==> src/hw/dpsa_pkg.sv <==
// Purpose: shared constants for the dual port serial adapter
// Assumes: 25 MHz mclk, AXI4-Lite register access with byte addresses
// Notes: rate codes map to bit-time divisors, rounded to the nearest cycle
`default_nettype none
package dpsa_pkg;
    // clock and timing
    localparam int unsigned CLK_HZ = 25_000_000;
    localparam int unsigned LOCKOUT_MS = 500;
    localparam int unsigned LOCKOUT_CYCLES = CLK_HZ / 1000 * LOCKOUT_MS;
    localparam int unsigned DIV_W = 18;

    // baud rates and derived bit times in cycles
    localparam int unsigned BAUD_9600 = 9600;
    localparam int unsigned BAUD_4800 = 4800;
    localparam int unsigned BAUD_2400 = 2400;
    localparam int unsigned BAUD_1200 = 1200;
    localparam int unsigned BAUD_300 = 300;
    localparam int unsigned BAUD_200 = 200;
    localparam int unsigned BAUD_150 = 150;
    localparam int unsigned BAUD_110 = 110;
    localparam logic [DIV_W-1:0] DIV_9600 = DIV_W'((CLK_HZ + BAUD_9600 / 2) / BAUD_9600);
    localparam logic [DIV_W-1:0] DIV_4800 = DIV_W'((CLK_HZ + BAUD_4800 / 2) / BAUD_4800);
    localparam logic [DIV_W-1:0] DIV_2400 = DIV_W'((CLK_HZ + BAUD_2400 / 2) / BAUD_2400);
    localparam logic [DIV_W-1:0] DIV_1200 = DIV_W'((CLK_HZ + BAUD_1200 / 2) / BAUD_1200);
    localparam logic [DIV_W-1:0] DIV_300 = DIV_W'((CLK_HZ + BAUD_300 / 2) / BAUD_300);
    localparam logic [DIV_W-1:0] DIV_200 = DIV_W'((CLK_HZ + BAUD_200 / 2) / BAUD_200);
    localparam logic [DIV_W-1:0] DIV_150 = DIV_W'((CLK_HZ + BAUD_150 / 2) / BAUD_150);
    localparam logic [DIV_W-1:0] DIV_110 = DIV_W'((CLK_HZ + BAUD_110 / 2) / BAUD_110);

    // register byte offsets
    localparam logic [7:0] ADDR_CONFIG = 8'h00;
    localparam logic [7:0] ADDR_STATUS = 8'h04;
    localparam logic [7:0] ADDR_DROPS = 8'h08;

    // config field positions and reset value: 9600, no parity, one stop, both ports
    localparam int unsigned CFG_RATE_LO = 0;
    localparam int unsigned CFG_STOP = 3;
    localparam int unsigned CFG_PAR_EN = 4;
    localparam int unsigned CFG_PAR_SENSE = 5;
    localparam int unsigned CFG_PANEL_USE = 6;
    localparam int unsigned CFG_EXT_USE = 7;
    localparam logic [7:0] CFG_RESET = 8'hC8;

    // status field positions
    localparam int unsigned STS_LOCKOUT = 0;
    localparam int unsigned STS_EXT_ERR = 1;

    // AXI response codes
    localparam logic [1:0] RESP_OKAY = 2'h0;
    localparam logic [1:0] RESP_SLVERR = 2'h2;

    // binary rate code to bit time; every code is legal
    function automatic logic [DIV_W-1:0] dpsa_rate_div(input logic [2:0] code);
        case (code)
            3'h0: return DIV_9600;
            3'h1: return DIV_4800;
            3'h2: return DIV_2400;
            3'h3: return DIV_1200;
            3'h4: return DIV_300;
            3'h5: return DIV_200;
            3'h6: return DIV_150;
            default: return DIV_110;
        endcase
    endfunction
endpackage
`default_nettype wire

==> src/hw/dpsa_uart.sv <==
// Purpose: one 8-bit serial port, transmitter and receiver, format set at run time
// Assumes: rxd synchronous to mclk; format inputs are sampled at each frame start
// Notes: receiver samples mid-bit and checks only the first stop bit
`default_nettype none
module dpsa_uart
    import dpsa_pkg::*;
(
    input wire logic mclk,
    input wire logic srst,
    input wire logic [DIV_W-1:0] bitDiv,
    input wire logic parEn,
    input wire logic parOdd,
    input wire logic twoStop,
    input wire logic txValid,
    input wire logic [7:0] txData,
    output logic txReady,
    output logic txd,
    input wire logic rxd,
    output logic rxValid,
    output logic [7:0] rxData,
    output logic rxErr
);
    typedef enum logic [2:0] {SER_IDLE, SER_START, SER_DATA, SER_PAR, SER_STOP} dpsa_ser_t;

    dpsa_ser_t txState;
    dpsa_ser_t rxState;
    logic [DIV_W-1:0] txCnt;
    logic [DIV_W-1:0] txDiv;
    logic [7:0] txShift;
    logic [7:0] txByte;
    logic [2:0] txBit;
    logic txParBit;
    logic txParEn;
    logic txStopLeft;
    logic txParOdd;
    logic [DIV_W-1:0] rxCnt;
    logic [DIV_W-1:0] rxDiv;
    logic [7:0] rxShift;
    logic [2:0] rxBit;
    logic rxParBit;
    logic rxParEn;
    logic rxParOdd;

    assign txReady = (txState == SER_IDLE);

    // transmitter; format latched per frame so a mid-frame switch change cannot tear it
    always_ff @(posedge mclk) begin
        if (srst) begin
            txState <= SER_IDLE;
            txd <= 1'b1;
            txCnt <= '0;
            txDiv <= '0;
            txShift <= '0;
            txByte <= '0;
            txBit <= '0;
            txParBit <= 1'b0;
            txParEn <= 1'b0;
            txStopLeft <= 1'b0;
            txParOdd <= 1'b0;
        end else if (txState == SER_IDLE) begin
            txd <= 1'b1;
            if (txValid) begin
                txShift <= txData;
                txByte <= txData;
                txParBit <= parOdd ? ~^txData : ^txData;
                txParEn <= parEn;
                txParOdd <= parOdd;
                txStopLeft <= twoStop;
                txDiv <= bitDiv;
                txCnt <= bitDiv - 1'b1;
                txd <= 1'b0;
                txState <= SER_START;
            end
        end else if (txCnt != '0) begin
            txCnt <= txCnt - 1'b1;
        end else begin
            txCnt <= txDiv - 1'b1;
            case (txState)
                SER_START: begin
                    txd <= txShift[0];
                    txBit <= '0;
                    txState <= SER_DATA;
                end
                SER_DATA: begin
                    txShift <= txShift >> 1;
                    txBit <= txBit + 1'b1;
                    if (txBit == 3'h7) begin
                        txd <= txParEn ? txParBit : 1'b1;
                        txState <= txParEn ? SER_PAR : SER_STOP;
                    end else begin
                        txd <= txShift[1];
                    end
                end
                SER_PAR: begin
                    txd <= 1'b1;
                    txState <= SER_STOP;
                end
                default: begin
                    if (txStopLeft) begin
                        txStopLeft <= 1'b0; // second stop bit
                    end else begin
                        txState <= SER_IDLE;
                    end
                end
            endcase
        end
    end

    // receiver; a low start that is gone at mid-bit is treated as noise
    always_ff @(posedge mclk) begin
        rxValid <= 1'b0;
        if (srst) begin
            rxState <= SER_IDLE;
            rxCnt <= '0;
            rxDiv <= '0;
            rxShift <= '0;
            rxBit <= '0;
            rxParBit <= 1'b0;
            rxParEn <= 1'b0;
            rxParOdd <= 1'b0;
            rxData <= '0;
            rxErr <= 1'b0;
        end else if (rxState == SER_IDLE) begin
            if (!rxd) begin
                rxDiv <= bitDiv;
                rxCnt <= bitDiv >> 1;
                rxParEn <= parEn;
                rxParOdd <= parOdd;
                rxState <= SER_START;
            end
        end else if (rxCnt != '0) begin
            rxCnt <= rxCnt - 1'b1;
        end else begin
            rxCnt <= rxDiv - 1'b1;
            case (rxState)
                SER_START: begin
                    rxBit <= '0;
                    rxState <= rxd ? SER_IDLE : SER_DATA;
                end
                SER_DATA: begin
                    rxShift <= {rxd, rxShift[7:1]};
                    rxBit <= rxBit + 1'b1;
                    if (rxBit == 3'h7) begin
                        rxState <= rxParEn ? SER_PAR : SER_STOP;
                    end
                end
                SER_PAR: begin
                    rxParBit <= rxd;
                    rxState <= SER_STOP;
                end
                default: begin
                    rxValid <= 1'b1;
                    rxData <= rxShift;
                    rxErr <= !rxd | (rxParEn & (rxParBit != (rxParOdd ? ~^rxShift : ^rxShift)));
                    rxState <= SER_IDLE;
                end
            endcase
        end
    end
endmodule
`default_nettype wire

==> src/hw/dpsa_top.sv <==
// Purpose: dual port serial adapter sharing one controller port between a panel and an external device
// Assumes: all serial inputs synchronous to mclk; registers over AXI4-Lite
// Notes: no byte buffering; a byte that meets a busy transmitter is dropped and counted
//
// Notes on behaviour
// - external traffic locks the panel out for about half a second; controller keeps running
// - eight external bit rates from 9600 down to 110 baud via three select bits
// - stop select 0 gives two stop bits, 1 gives one stop bit
// - parity enable 0 disables parity, 1 enables generation and checking
// - parity sense 0 selects odd, 1 selects even parity
// - every rate, parity and stop combination is accepted as valid
// - panel port always runs 9600 baud, even parity, one stop bit
// - reset default is 9600, no parity, one stop, both ports active
// - port select marks which ports have equipment; only those are serviced
// - panel and exactly one external device may operate at the same time
`default_nettype none
module dpsa_top
    import dpsa_pkg::*;
#(
    parameter int unsigned LOCKOUT_LEN = LOCKOUT_CYCLES
)
(
    input wire logic mclk,
    input wire logic srst,
    input wire logic [7:0] s_axi_awaddr,
    input wire logic s_axi_awvalid,
    output logic s_axi_awready,
    input wire logic [31:0] s_axi_wdata,
    input wire logic [3:0] s_axi_wstrb,
    input wire logic s_axi_wvalid,
    output logic s_axi_wready,
    output logic [1:0] s_axi_bresp,
    output logic s_axi_bvalid,
    input wire logic s_axi_bready,
    input wire logic [7:0] s_axi_araddr,
    input wire logic s_axi_arvalid,
    output logic s_axi_arready,
    output logic [31:0] s_axi_rdata,
    output logic [1:0] s_axi_rresp,
    output logic s_axi_rvalid,
    input wire logic s_axi_rready,
    input wire logic ctrlRxd,
    output logic ctrlTxd,
    input wire logic panelRxd,
    output logic panelTxd,
    input wire logic extRxd,
    output logic extTxd,
    output logic portLockoutMessage
);
    logic [7:0] cfg;
    logic cfgWritten;
    logic [31:0] lockCnt;
    logic extErrFlag;
    logic [15:0] dropCount;
    logic [7:0] awAddrQ;
    logic [31:0] wDataQ;
    logic [3:0] wStrbQ;
    logic awHeld;
    logic wHeld;
    logic [2:0] rateSelect;
    logic stopBitSelect;
    logic parityEnableSelect;
    logic paritySenseSelect;
    logic panelInUse;
    logic extInUse;
    logic [DIV_W-1:0] extDiv;
    logic ctrlTxReady;
    logic ctrlRxValid;
    logic [7:0] ctrlRxData;
    logic panelTxReady;
    logic panelRxValid;
    logic [7:0] panelRxData;
    logic extTxReady;
    logic extRxValid;
    logic [7:0] extRxData;
    logic extRxErr;
    logic extFwd;
    logic panelFwd;
    logic panelRefused;
    logic ctrlTxValid;
    logic [7:0] ctrlTxData;
    logic toExt;
    logic toPanel;
    logic dropNow;
    logic doWrite;
    logic clearErr;

    // switch fields: rate bits a, b, c are the binary rate code
    assign rateSelect = cfg[CFG_RATE_LO +: 3];
    assign stopBitSelect = cfg[CFG_STOP];
    assign parityEnableSelect = cfg[CFG_PAR_EN];
    assign paritySenseSelect = cfg[CFG_PAR_SENSE];
    assign panelInUse = cfg[CFG_PANEL_USE];
    assign extInUse = cfg[CFG_EXT_USE];
    assign extDiv = dpsa_rate_div(rateSelect);

    // routing: external bytes always win the shared port; panel waits out the lockout
    assign extFwd = extRxValid & extInUse;
    assign panelFwd = panelRxValid & panelInUse & !portLockoutMessage & !extFwd;
    assign panelRefused = panelRxValid & panelInUse & (portLockoutMessage | extFwd);
    assign ctrlTxValid = extFwd | panelFwd;
    assign ctrlTxData = extFwd ? extRxData : panelRxData;
    // replies follow whoever owns the port; no owner in use means the reply is dropped
    assign toExt = ctrlRxValid & extInUse & portLockoutMessage;
    assign toPanel = ctrlRxValid & panelInUse & !portLockoutMessage;
    assign dropNow = panelRefused | (ctrlTxValid & !ctrlTxReady) | (toExt & !extTxReady)
        | (toPanel & !panelTxReady);

    // controller side keeps the panel format, so the controller sees one link format
    dpsa_uart ctrlPort (
        .mclk(mclk),
        .srst(srst),
        .bitDiv(DIV_9600),
        .parEn(1'b1),
        .parOdd(1'b0),
        .twoStop(1'b0),
        .txValid(ctrlTxValid),
        .txData(ctrlTxData),
        .txReady(ctrlTxReady),
        .txd(ctrlTxd),
        .rxd(ctrlRxd),
        .rxValid(ctrlRxValid),
        .rxData(ctrlRxData),
        .rxErr()
    );

    // panel port is fixed at 9600 even one stop, whatever the switches say
    dpsa_uart panelPort (
        .mclk(mclk),
        .srst(srst),
        .bitDiv(DIV_9600),
        .parEn(1'b1),
        .parOdd(1'b0),
        .twoStop(1'b0),
        .txValid(toPanel),
        .txData(ctrlRxData),
        .txReady(panelTxReady),
        .txd(panelTxd),
        .rxd(panelRxd),
        .rxValid(panelRxValid),
        .rxData(panelRxData),
        .rxErr()
    );

    // external port format comes from the switch fields
    dpsa_uart extPort (
        .mclk(mclk),
        .srst(srst),
        .bitDiv(extDiv),
        .parEn(parityEnableSelect),
        .parOdd(!paritySenseSelect),
        .twoStop(!stopBitSelect),
        .txValid(toExt),
        .txData(ctrlRxData),
        .txReady(extTxReady),
        .txd(extTxd),
        .rxd(extRxd),
        .rxValid(extRxValid),
        .rxData(extRxData),
        .rxErr(extRxErr)
    );

    // lockout timer restarts on every forwarded external byte, so a busy device holds the panel off
    always_ff @(posedge mclk) begin
        if (srst) begin
            portLockoutMessage <= 1'b0;
            lockCnt <= '0;
        end else if (extFwd) begin
            portLockoutMessage <= 1'b1;
            lockCnt <= LOCKOUT_LEN - 1;
        end else if (lockCnt != '0) begin
            lockCnt <= lockCnt - 1'b1;
        end else begin
            portLockoutMessage <= 1'b0;
        end
    end

    // status: sticky external receive error, set wins over a same-cycle clear
    always_ff @(posedge mclk) begin
        if (srst) begin
            extErrFlag <= 1'b0;
        end else if (extRxValid & extRxErr & extInUse) begin
            extErrFlag <= 1'b1;
        end else if (clearErr) begin
            extErrFlag <= 1'b0;
        end
    end

    // dropped bytes; the panel resends its own, so only the count is kept
    always_ff @(posedge mclk) begin
        if (srst) begin
            dropCount <= '0;
        end else if (dropNow) begin
            dropCount <= dropCount + 1'b1;
        end
    end

    // write channel: address and data taken in either order, response after both
    assign doWrite = awHeld & wHeld & !s_axi_bvalid;
    assign clearErr = doWrite & (awAddrQ == ADDR_STATUS) & wStrbQ[0] & wDataQ[STS_EXT_ERR];
    always_ff @(posedge mclk) begin
        if (srst) begin
            s_axi_awready <= 1'b0;
            s_axi_wready <= 1'b0;
            s_axi_bvalid <= 1'b0;
            s_axi_bresp <= RESP_OKAY;
            awHeld <= 1'b0;
            wHeld <= 1'b0;
            awAddrQ <= '0;
            wDataQ <= '0;
            wStrbQ <= '0;
        end else begin
            if (!awHeld & !s_axi_bvalid & !s_axi_awready) begin
                s_axi_awready <= 1'b1;
            end
            if (!wHeld & !s_axi_bvalid & !s_axi_wready) begin
                s_axi_wready <= 1'b1;
            end
            if (s_axi_awvalid & s_axi_awready) begin
                awAddrQ <= s_axi_awaddr;
                awHeld <= 1'b1;
                s_axi_awready <= 1'b0;
            end
            if (s_axi_wvalid & s_axi_wready) begin
                wDataQ <= s_axi_wdata;
                wStrbQ <= s_axi_wstrb;
                wHeld <= 1'b1;
                s_axi_wready <= 1'b0;
            end
            if (doWrite) begin
                awHeld <= 1'b0;
                wHeld <= 1'b0;
                s_axi_bvalid <= 1'b1;
                if (awAddrQ == ADDR_CONFIG || awAddrQ == ADDR_STATUS || awAddrQ == ADDR_DROPS) begin
                    s_axi_bresp <= RESP_OKAY;
                end else begin
                    s_axi_bresp <= RESP_SLVERR;
                end
            end else if (s_axi_bvalid & s_axi_bready) begin
                s_axi_bvalid <= 1'b0;
            end
        end
    end

    // config register: only byte lane 0 carries fields
    always_ff @(posedge mclk) begin
        if (srst) begin
            cfg <= CFG_RESET;
            cfgWritten <= 1'b0;
        end else if (doWrite & (awAddrQ == ADDR_CONFIG) & wStrbQ[0]) begin
            cfg <= wDataQ[7:0];
            cfgWritten <= 1'b1;
        end
    end

    // read channel: answer one cycle after the address is taken
    always_ff @(posedge mclk) begin
        if (srst) begin
            s_axi_arready <= 1'b0;
            s_axi_rvalid <= 1'b0;
            s_axi_rdata <= '0;
            s_axi_rresp <= RESP_OKAY;
        end else if (s_axi_arvalid & s_axi_arready) begin
            s_axi_arready <= 1'b0;
            s_axi_rvalid <= 1'b1;
            s_axi_rresp <= RESP_OKAY;
            if (s_axi_araddr == ADDR_CONFIG) begin
                s_axi_rdata <= {24'h00_0000, cfg};
            end else if (s_axi_araddr == ADDR_STATUS) begin
                s_axi_rdata <= {30'h0000_0000, extErrFlag, portLockoutMessage};
            end else if (s_axi_araddr == ADDR_DROPS) begin
                s_axi_rdata <= {16'h0000, dropCount};
            end else begin
                s_axi_rdata <= '0;
                s_axi_rresp <= RESP_SLVERR;
            end
        end else if (s_axi_rvalid & s_axi_rready) begin
            s_axi_rvalid <= 1'b0;
            s_axi_arready <= 1'b1;
        end else if (!s_axi_rvalid) begin
            s_axi_arready <= 1'b1;
        end
    end
endmodule
`default_nettype wire

==> config.mk <==
export PLATFORM = sky130hd
export DESIGN_NAME = dpsa_top
export DESIGN_NICKNAME = d
export VERILOG_FILES = /design/src/hw/dpsa_pkg.sv /design/src/hw/dpsa_uart.sv /design/src/hw/dpsa_top.sv
export SDC_FILE = /design/constraint.sdc
export NUM_CORES = 1
export LEC_CHECK = 0
export BUFFER_PORTS_ARGS = -buffer_cell sky130_fd_sc_hd__buf_4
export CORE_ASPECT_RATIO = 1.75
export CORE_MARGIN = 10
export CORE_UTILIZATION = 34
export CTS_BUF_LIST = sky130_fd_sc_hd__clkbuf_4 sky130_fd_sc_hd__clkbuf_8
export DETAILED_ROUTE_END_ITERATION = 10
export GPL_TIMING_DRIVEN = 0
export PLACE_DENSITY = 0.53
export SYNTH_ARGS = -nofsm -noshare
export SYNTH_HDL_FRONTEND = slang
export SYNTH_HIERARCHICAL = 1
export SYNTH_SLANG_ARGS = --single-unit
==> constraint.sdc <==
create_clock -name mclk -period 5.4 [get_ports mclk]
set_input_delay 1.62 -clock mclk [delete_from_list [all_inputs] [get_ports mclk]]
set_output_delay 1.62 -clock mclk [all_outputs]
set_load 0.01 [all_outputs]
# Word-level counts from Yosys, hierarchy flattened
# Index checks and enable logic that the tools add are counted.
dict set report word_totals {
  regBits 395
  in_bits 62
  output_inout_bits 45
  wordCells 444
}
dict set report op_classes {
  add_sub_neg 21
  n_eq_ne 61
  mux 134
  bitwise 55
  n_reduce_logical 100
}
# operator count
set ops {}
lappend ops {{$mux W18} 18}
lappend ops {{$sub A18 B1 Y18 const B} 9}
lappend ops {{$pmux W18 S7} 1}
lappend ops {{$reduce_bool A18 Y1} 6}
lappend ops {{$mux W8} 13}
lappend ops {{$mux W3} 33}
lappend ops {{$reduce_and A3 Y1} 22}
lappend ops {{$pmux W3 S3} 6}
lappend ops {{$sub A12 B1 Y13 const B} 4}
lappend ops {{$mux W16} 3}
lappend ops {{$mux W24} 2}
lappend ops {{$eq A3 B2 Y1 const B} 14}
lappend ops {{$mux W1} 42}
lappend ops {{$pmux W3 S2} 6}
lappend ops {{$reduce_bool A32 Y1} 1}
lappend ops {{$sub A32 B1 Y32 const B} 1}
lappend ops {{$and A1 B1 Y1} 31}
lappend ops {{$eq A3 B3 Y1 const B} 9}
lappend ops {{$reduce_or A3 Y1} 9}
lappend ops {{$reduce_bool A2 Y1} 13}
lappend ops {{$reduce_xor A8 Y1} 3}
lappend ops {{$eq A3 B1 Y1 const B} 7}
lappend ops {{$logic_not A3 Y1} 7}
lappend ops {{$ne A2 B1 Y1 const B} 10}
lappend ops {{other kinds (21)} 101}

# Depth between registers and ports, before layout
dict set report logic_depth {
  word_depth 8
  ltp_mapped 15
  depth_no_buf 12
}

# Hierarchy
# The synthesis kept the hierarchy.
# module n_inst cells_each area_per_inst_um2 seq_area_each_um2
set modules_own_cells {}
lappend modules_own_cells {{dpsa_uart (ctrlPort ...)} 2 813 6192.2 2342.2}
lappend modules_own_cells {{dpsa_uart (panelPort)} 1 841 6550.0 2342.2}
lappend modules_own_cells {dpsa_top 1 571 4790.8 2001.9}

# Worst setup path after synthesis
# Ideal clock, no wire load.
dict set report synth_path {
  kind {register to register}
  startpoint {reg ctrlPort.txState[0]}
  endpoint {reg ctrlPort.txCnt[16]}
  setup_ns 0.091
  t_arrival_ns 3.319
  t_required_ns 5.309
  slack_ns 1.990
  path_stages_with_launch 16
  n_path_buf 5
  synth_period_minus_slack_ns 3.410
  path_cell_list {dfxtp_1 or3_1 buf_2 clkinv_4 buf_6 clkbuf_1 buf_1 clkbuf_1 nor2_1 a21oi_1 ha_1 o21ai_1 a211oi_2 nand2_1 or4_1 a311oi_1}
}
dict set report synth_via {
  elab_chain_len 2
  elab_cells_between_ends 3
  classes_between {eq/ne (1); mux (1); reduce/logical (1)}
}
# element line
set synth_lines {}
lappend synth_lines {{start, declared} dpsa_uart.sv:25} ;# dpsa_ser_t txState;
lappend synth_lines {{start signal, assigned} dpsa_uart.sv:89} ;# txState <= txParEn ? SER_PAR : SER_STOP;
lappend synth_lines {{$logic_not A3 Y1 (*)} -}
lappend synth_lines {{via ctrlTxReady} dpsa_top.sv:67} ;# logic ctrlTxReady;
lappend synth_lines {{$ne A2 B1 Y1 (no source line) / $mux W18 (equally long branches)} -}
lappend synth_lines {{end signal, assigned} dpsa_uart.sv:70} ;# txCnt <= bitDiv - 1'b1;
lappend synth_lines {{end signal, assigned} dpsa_uart.sv:75} ;# txCnt <= txCnt - 1'b1;
lappend synth_lines {{end signal, assigned} dpsa_uart.sv:77} ;# txCnt <= txDiv - 1'b1;
lappend synth_lines {{end, declared} dpsa_uart.sv:27} ;# logic [DIV_W-1:0] txCnt;
# The timed path passes the listed nets; every way through them passes the cells marked *.
# A chain may end at the register's enable or synchronous reset.

# Worst setup path after layout
dict set report layout_path {
  startpoint {reg extPort.txState[0]}
  endpoint {reg extPort.txCnt[16]}
}
dict set report layout_via {
  elab_chain_len 2
  elab_cells_between_ends 3
  classes_between {eq/ne (1); mux (1); reduce/logical (1)}
}
# element line
set layout_lines {}
lappend layout_lines {{start, declared} dpsa_uart.sv:25}
lappend layout_lines {{start signal, assigned} dpsa_uart.sv:89}
lappend layout_lines {{$logic_not A3 Y1 (*)} -}
lappend layout_lines {{via extTxReady} dpsa_top.sv:73} ;# logic extTxReady;
lappend layout_lines {{$ne A2 B1 Y1 (no source line) / $mux W18 (equally long branches)} -}
lappend layout_lines {{end signal, assigned} dpsa_uart.sv:70}
lappend layout_lines {{end signal, assigned} dpsa_uart.sv:75}
lappend layout_lines {{end signal, assigned} dpsa_uart.sv:77}
lappend layout_lines {{end, declared} dpsa_uart.sv:27}
# Marks and branches as above.

==> impl_metrics.csv <==
group,metric,value,unit
sta,fin_tns_setup,0,ns
power,cellLeakagePower,9.91,nW
clocking,post_cts_buffers,0,
route,route.detailed.wl_per_inst,18.0,um
clocking,cts_root_buffer,"clkbuf_8",
critical_path,crit_slowest_cell,"buf_1",
critical_path,critPathLaunchType,"flip-flop",
hold_path,min_to,"panelPort/txParBit$_SDFFE_PP0P_",
power,clockPowerShare,34.6,%
critical_path,r2r_start,"extPort/txState[0]$_SDFFE_PP0P_",
floorplanning,rows,127,
run,cap_viol_max_count,0,
sta,skew,0.0480,ns
critical_path,crit_type,"reg2reg",
critical_path,r2r_slack,0.69,ns
grt,grt_pass1_wl,122000,um
critical_path,end_kind,"flip-flop",
place,hpwl,58200,um
final_layout,post-route-util,40.2,%
grt,antenna_found_initial,2,
grt,grt_remaining_overflow,0,
sta,finalCriticalPeriod,4.71,ns
clocking,ctsResizeCount,0,
final_layout,stdcell_area,27500,sq um
route,dr.pass1.iters,5,
power,p_seq_share,37.1,%
clocking,cts_made_buffers,75,
power,power.switching,3.77,mW
final_layout,area_delta_synth_final,17.7,%
sta,final_hold_viol_count,0,
sta,fmax,212,MHz
critical_path,rr_endpoint,"extPort/txCnt[16]$_SDFFE_PP0P_",
floorplanning,dieArea,79900,sq um
power,switching_share,36.4,%
floorplanning,die_w,218,um
outcome,status,"finished clean",
sta,drv_slew,0,
power,ir_drop,0.187,mV
place,gp_congestion,0.895,
critical_path,reg2reg_depth,15,
hold_path,hp-class,"reg2reg",
power,powerDensity,378,nW/um^2
critical_path,cp_num_cells,15,
grt,grt_use_total,18.9,%
grt,grt_pass1_vias,22000,
place,io_buffers,59,
route,vias_per_cell,5.20,
route,drc,0,
sta,rsz0062_at_grt,"no",
clocking,htreeDepth,3,
critical_path,crit_required,5.96,ns
clocking,path_clk_slew,0.06,ns
hold_path,min_from,"panelPort/txParBit$_SDFFE_PP0P_",
critical_path,crit_family,"buffers and inverters",
critical_path,slowest_delay,0.54,ns
final_layout,drive_gt1_share,9.38,%
floorplanning,io_pins,107,
floorplanning,die_h,367,um
clocking,clkSinkCount,445,
floorplanning,fp.coreArea,68300,sq um
synth,avgSynthCellArea,7.79,sq um
sta,worst_slew_pin_slew,1.09,ns
final_layout,fin_nets,3417,
floorplanning,initial_core_util,34.2,%
hold_path,min_path_cells,2,
synth,synth_area,23300,sq um
critical_path,crit_path_max_fanout,10,
clocking,cts_tree,"yes",
clocking,insertion_delay,0.69,ns
sta,min_period_over_period,87.2,%
power,cellInternalPower,6.60,mW
route,antenna_left,0,
sta,slew-limit-headroom,26.4,%
critical_path,startpoint,"extPort/txState[0]$_SDFFE_PP0P_",
clocking,holdBufCountCts,0,
synth,synth_warnings,6,
critical_path,critPathBufInv,6,
route,drt_iter0_markers,1354,
route,routed_wl,77500,um
power,power_frac_comb,28.2,%
clocking,cts.path.max_buffers,3,
grt,grt_max_degree,12,
synth,netlist_instances,2996,
place,dpl_cell_area,25700,sq um
critical_path,critPathArrivalTime,5.27,ns
critical_path,crit_chain,"or3_1 -> buf_2 -> clkinv_4 -> buf_6 -> clkbuf_1 -> buf_1 -> clkbuf_1 -> nor2_1 -> a21oi_1 -> ha_1 -> o21ai_1 -> a211oi_2 -> nand2_1 -> or4_1 -> a311oi_1",
route,vias,22300,
critical_path,cpMostUsedCell,"clkbuf_1",
sta,setup_violations,0,
## metrics by stage
stage	hold slack (ns)	std cells	power (mW)	worst slack (ns)
4_1_cts	0.452	4292	10.5	0.667
6_report	0.450	4295	10.4	0.691
3_5_place_dp	0.444	4159	6.82	0.711
3_3_place_gp	0.441	4158	6.81	0.777
2_1_floorplan	0.427	3196	5.94	1.99
5_1_grt	0.473	4295	11.0	0.385
## layout by cell type, fill, tap and decap left out, drive strengths merged, types with 15 or more instances in the layout
cell type,n
nand3,85
a211oi,68
o31ai,21
inv,38
o21ai,121
nor2b,24
a31oi,44
nor3,101
nand2,494
buf,118
a21oi,368
clkbuf,266
nand2b,34
and2,16
xor2,38
nor2,283
nor4,41
or4,37
o211ai,26
a311oi,37
ha,21
or3,43
nand4,21
clkinv,15
mux2,33
mux2i,68
conb,202
xnor2,68
dfxtp,445
## cell type report
cell class | instances | area [sq um]
repair buffers | 61 | 453
inverters | 38 | 160
multi-input cells | 2497 | 14100
diodes | 2 | 5.00
clock inverters | 26 | 352
flip-flops and latches | 445 | 8910
clock buffers | 107 | 1430
plain buffers | 216 | 935
fillers | 7305 | 40900
well taps | 903 | 1130
## registers in the layout (all words and copies together), names as in the netlist, 16 cells and up
register,flops
s_axi_rdata,16
panelPort/txCnt,18
lockCnt,32
ctrlPort/txDiv,18
ctrlPort/rxDiv,18
panelPort/rxCnt,18
extPort/rxDiv,18
ctrlPort/rxCnt,18
ctrlPort/txCnt,18
extPort/txCnt,18
dropCount,16
extPort/txDiv,18
panelPort/rxDiv,18
panelPort/txDiv,18
extPort/rxCnt,18
## worst max-delay path by stage
stage,end
after floorplan,ctrlPort/txCnt[16]$_SDFFE_PP0P_
after global placement,extPort/txCnt[16]$_SDFFE_PP0P_
after detailed placement,extPort/txCnt[16]$_SDFFE_PP0P_
after CTS,extPort/txCnt[16]$_SDFFE_PP0P_
after global routing,extPort/txCnt[16]$_SDFFE_PP0P_
final,extPort/txCnt[16]$_SDFFE_PP0P_
## power groups by stage
stage | logic [mW] | registers [mW] | clock network (mW)
finish | 2.93 | 3.85 | 3.59
global route | 3.25 | 3.89 | 3.84
CTS | 2.92 | 3.84 | 3.70
detailed placement | 2.91 | 3.91 | 0
global placement | 2.90 | 3.91 | 0
floorplan | 2.12 | 3.82 | 0
## worst min-delay path: cells and delay by family (launching register included)
family / cells / cell delay [ns]
DFF: 1 / 0.31
AOI/OAI and AO/OA: 1 / 0.05
and+or+nand+nor: 1 / 0.05
## per-layer routing
metal	routed length [um]	up-vias	GRT usage (%)
met2	42500	461	36.5
met4	3980	0	10.6
li1	-	11300	-
met1	28500	10400	18.7
met5	0	-	0
met3	2530	197	2.57
No activity file was read; power rests on OpenSTA's default activity.
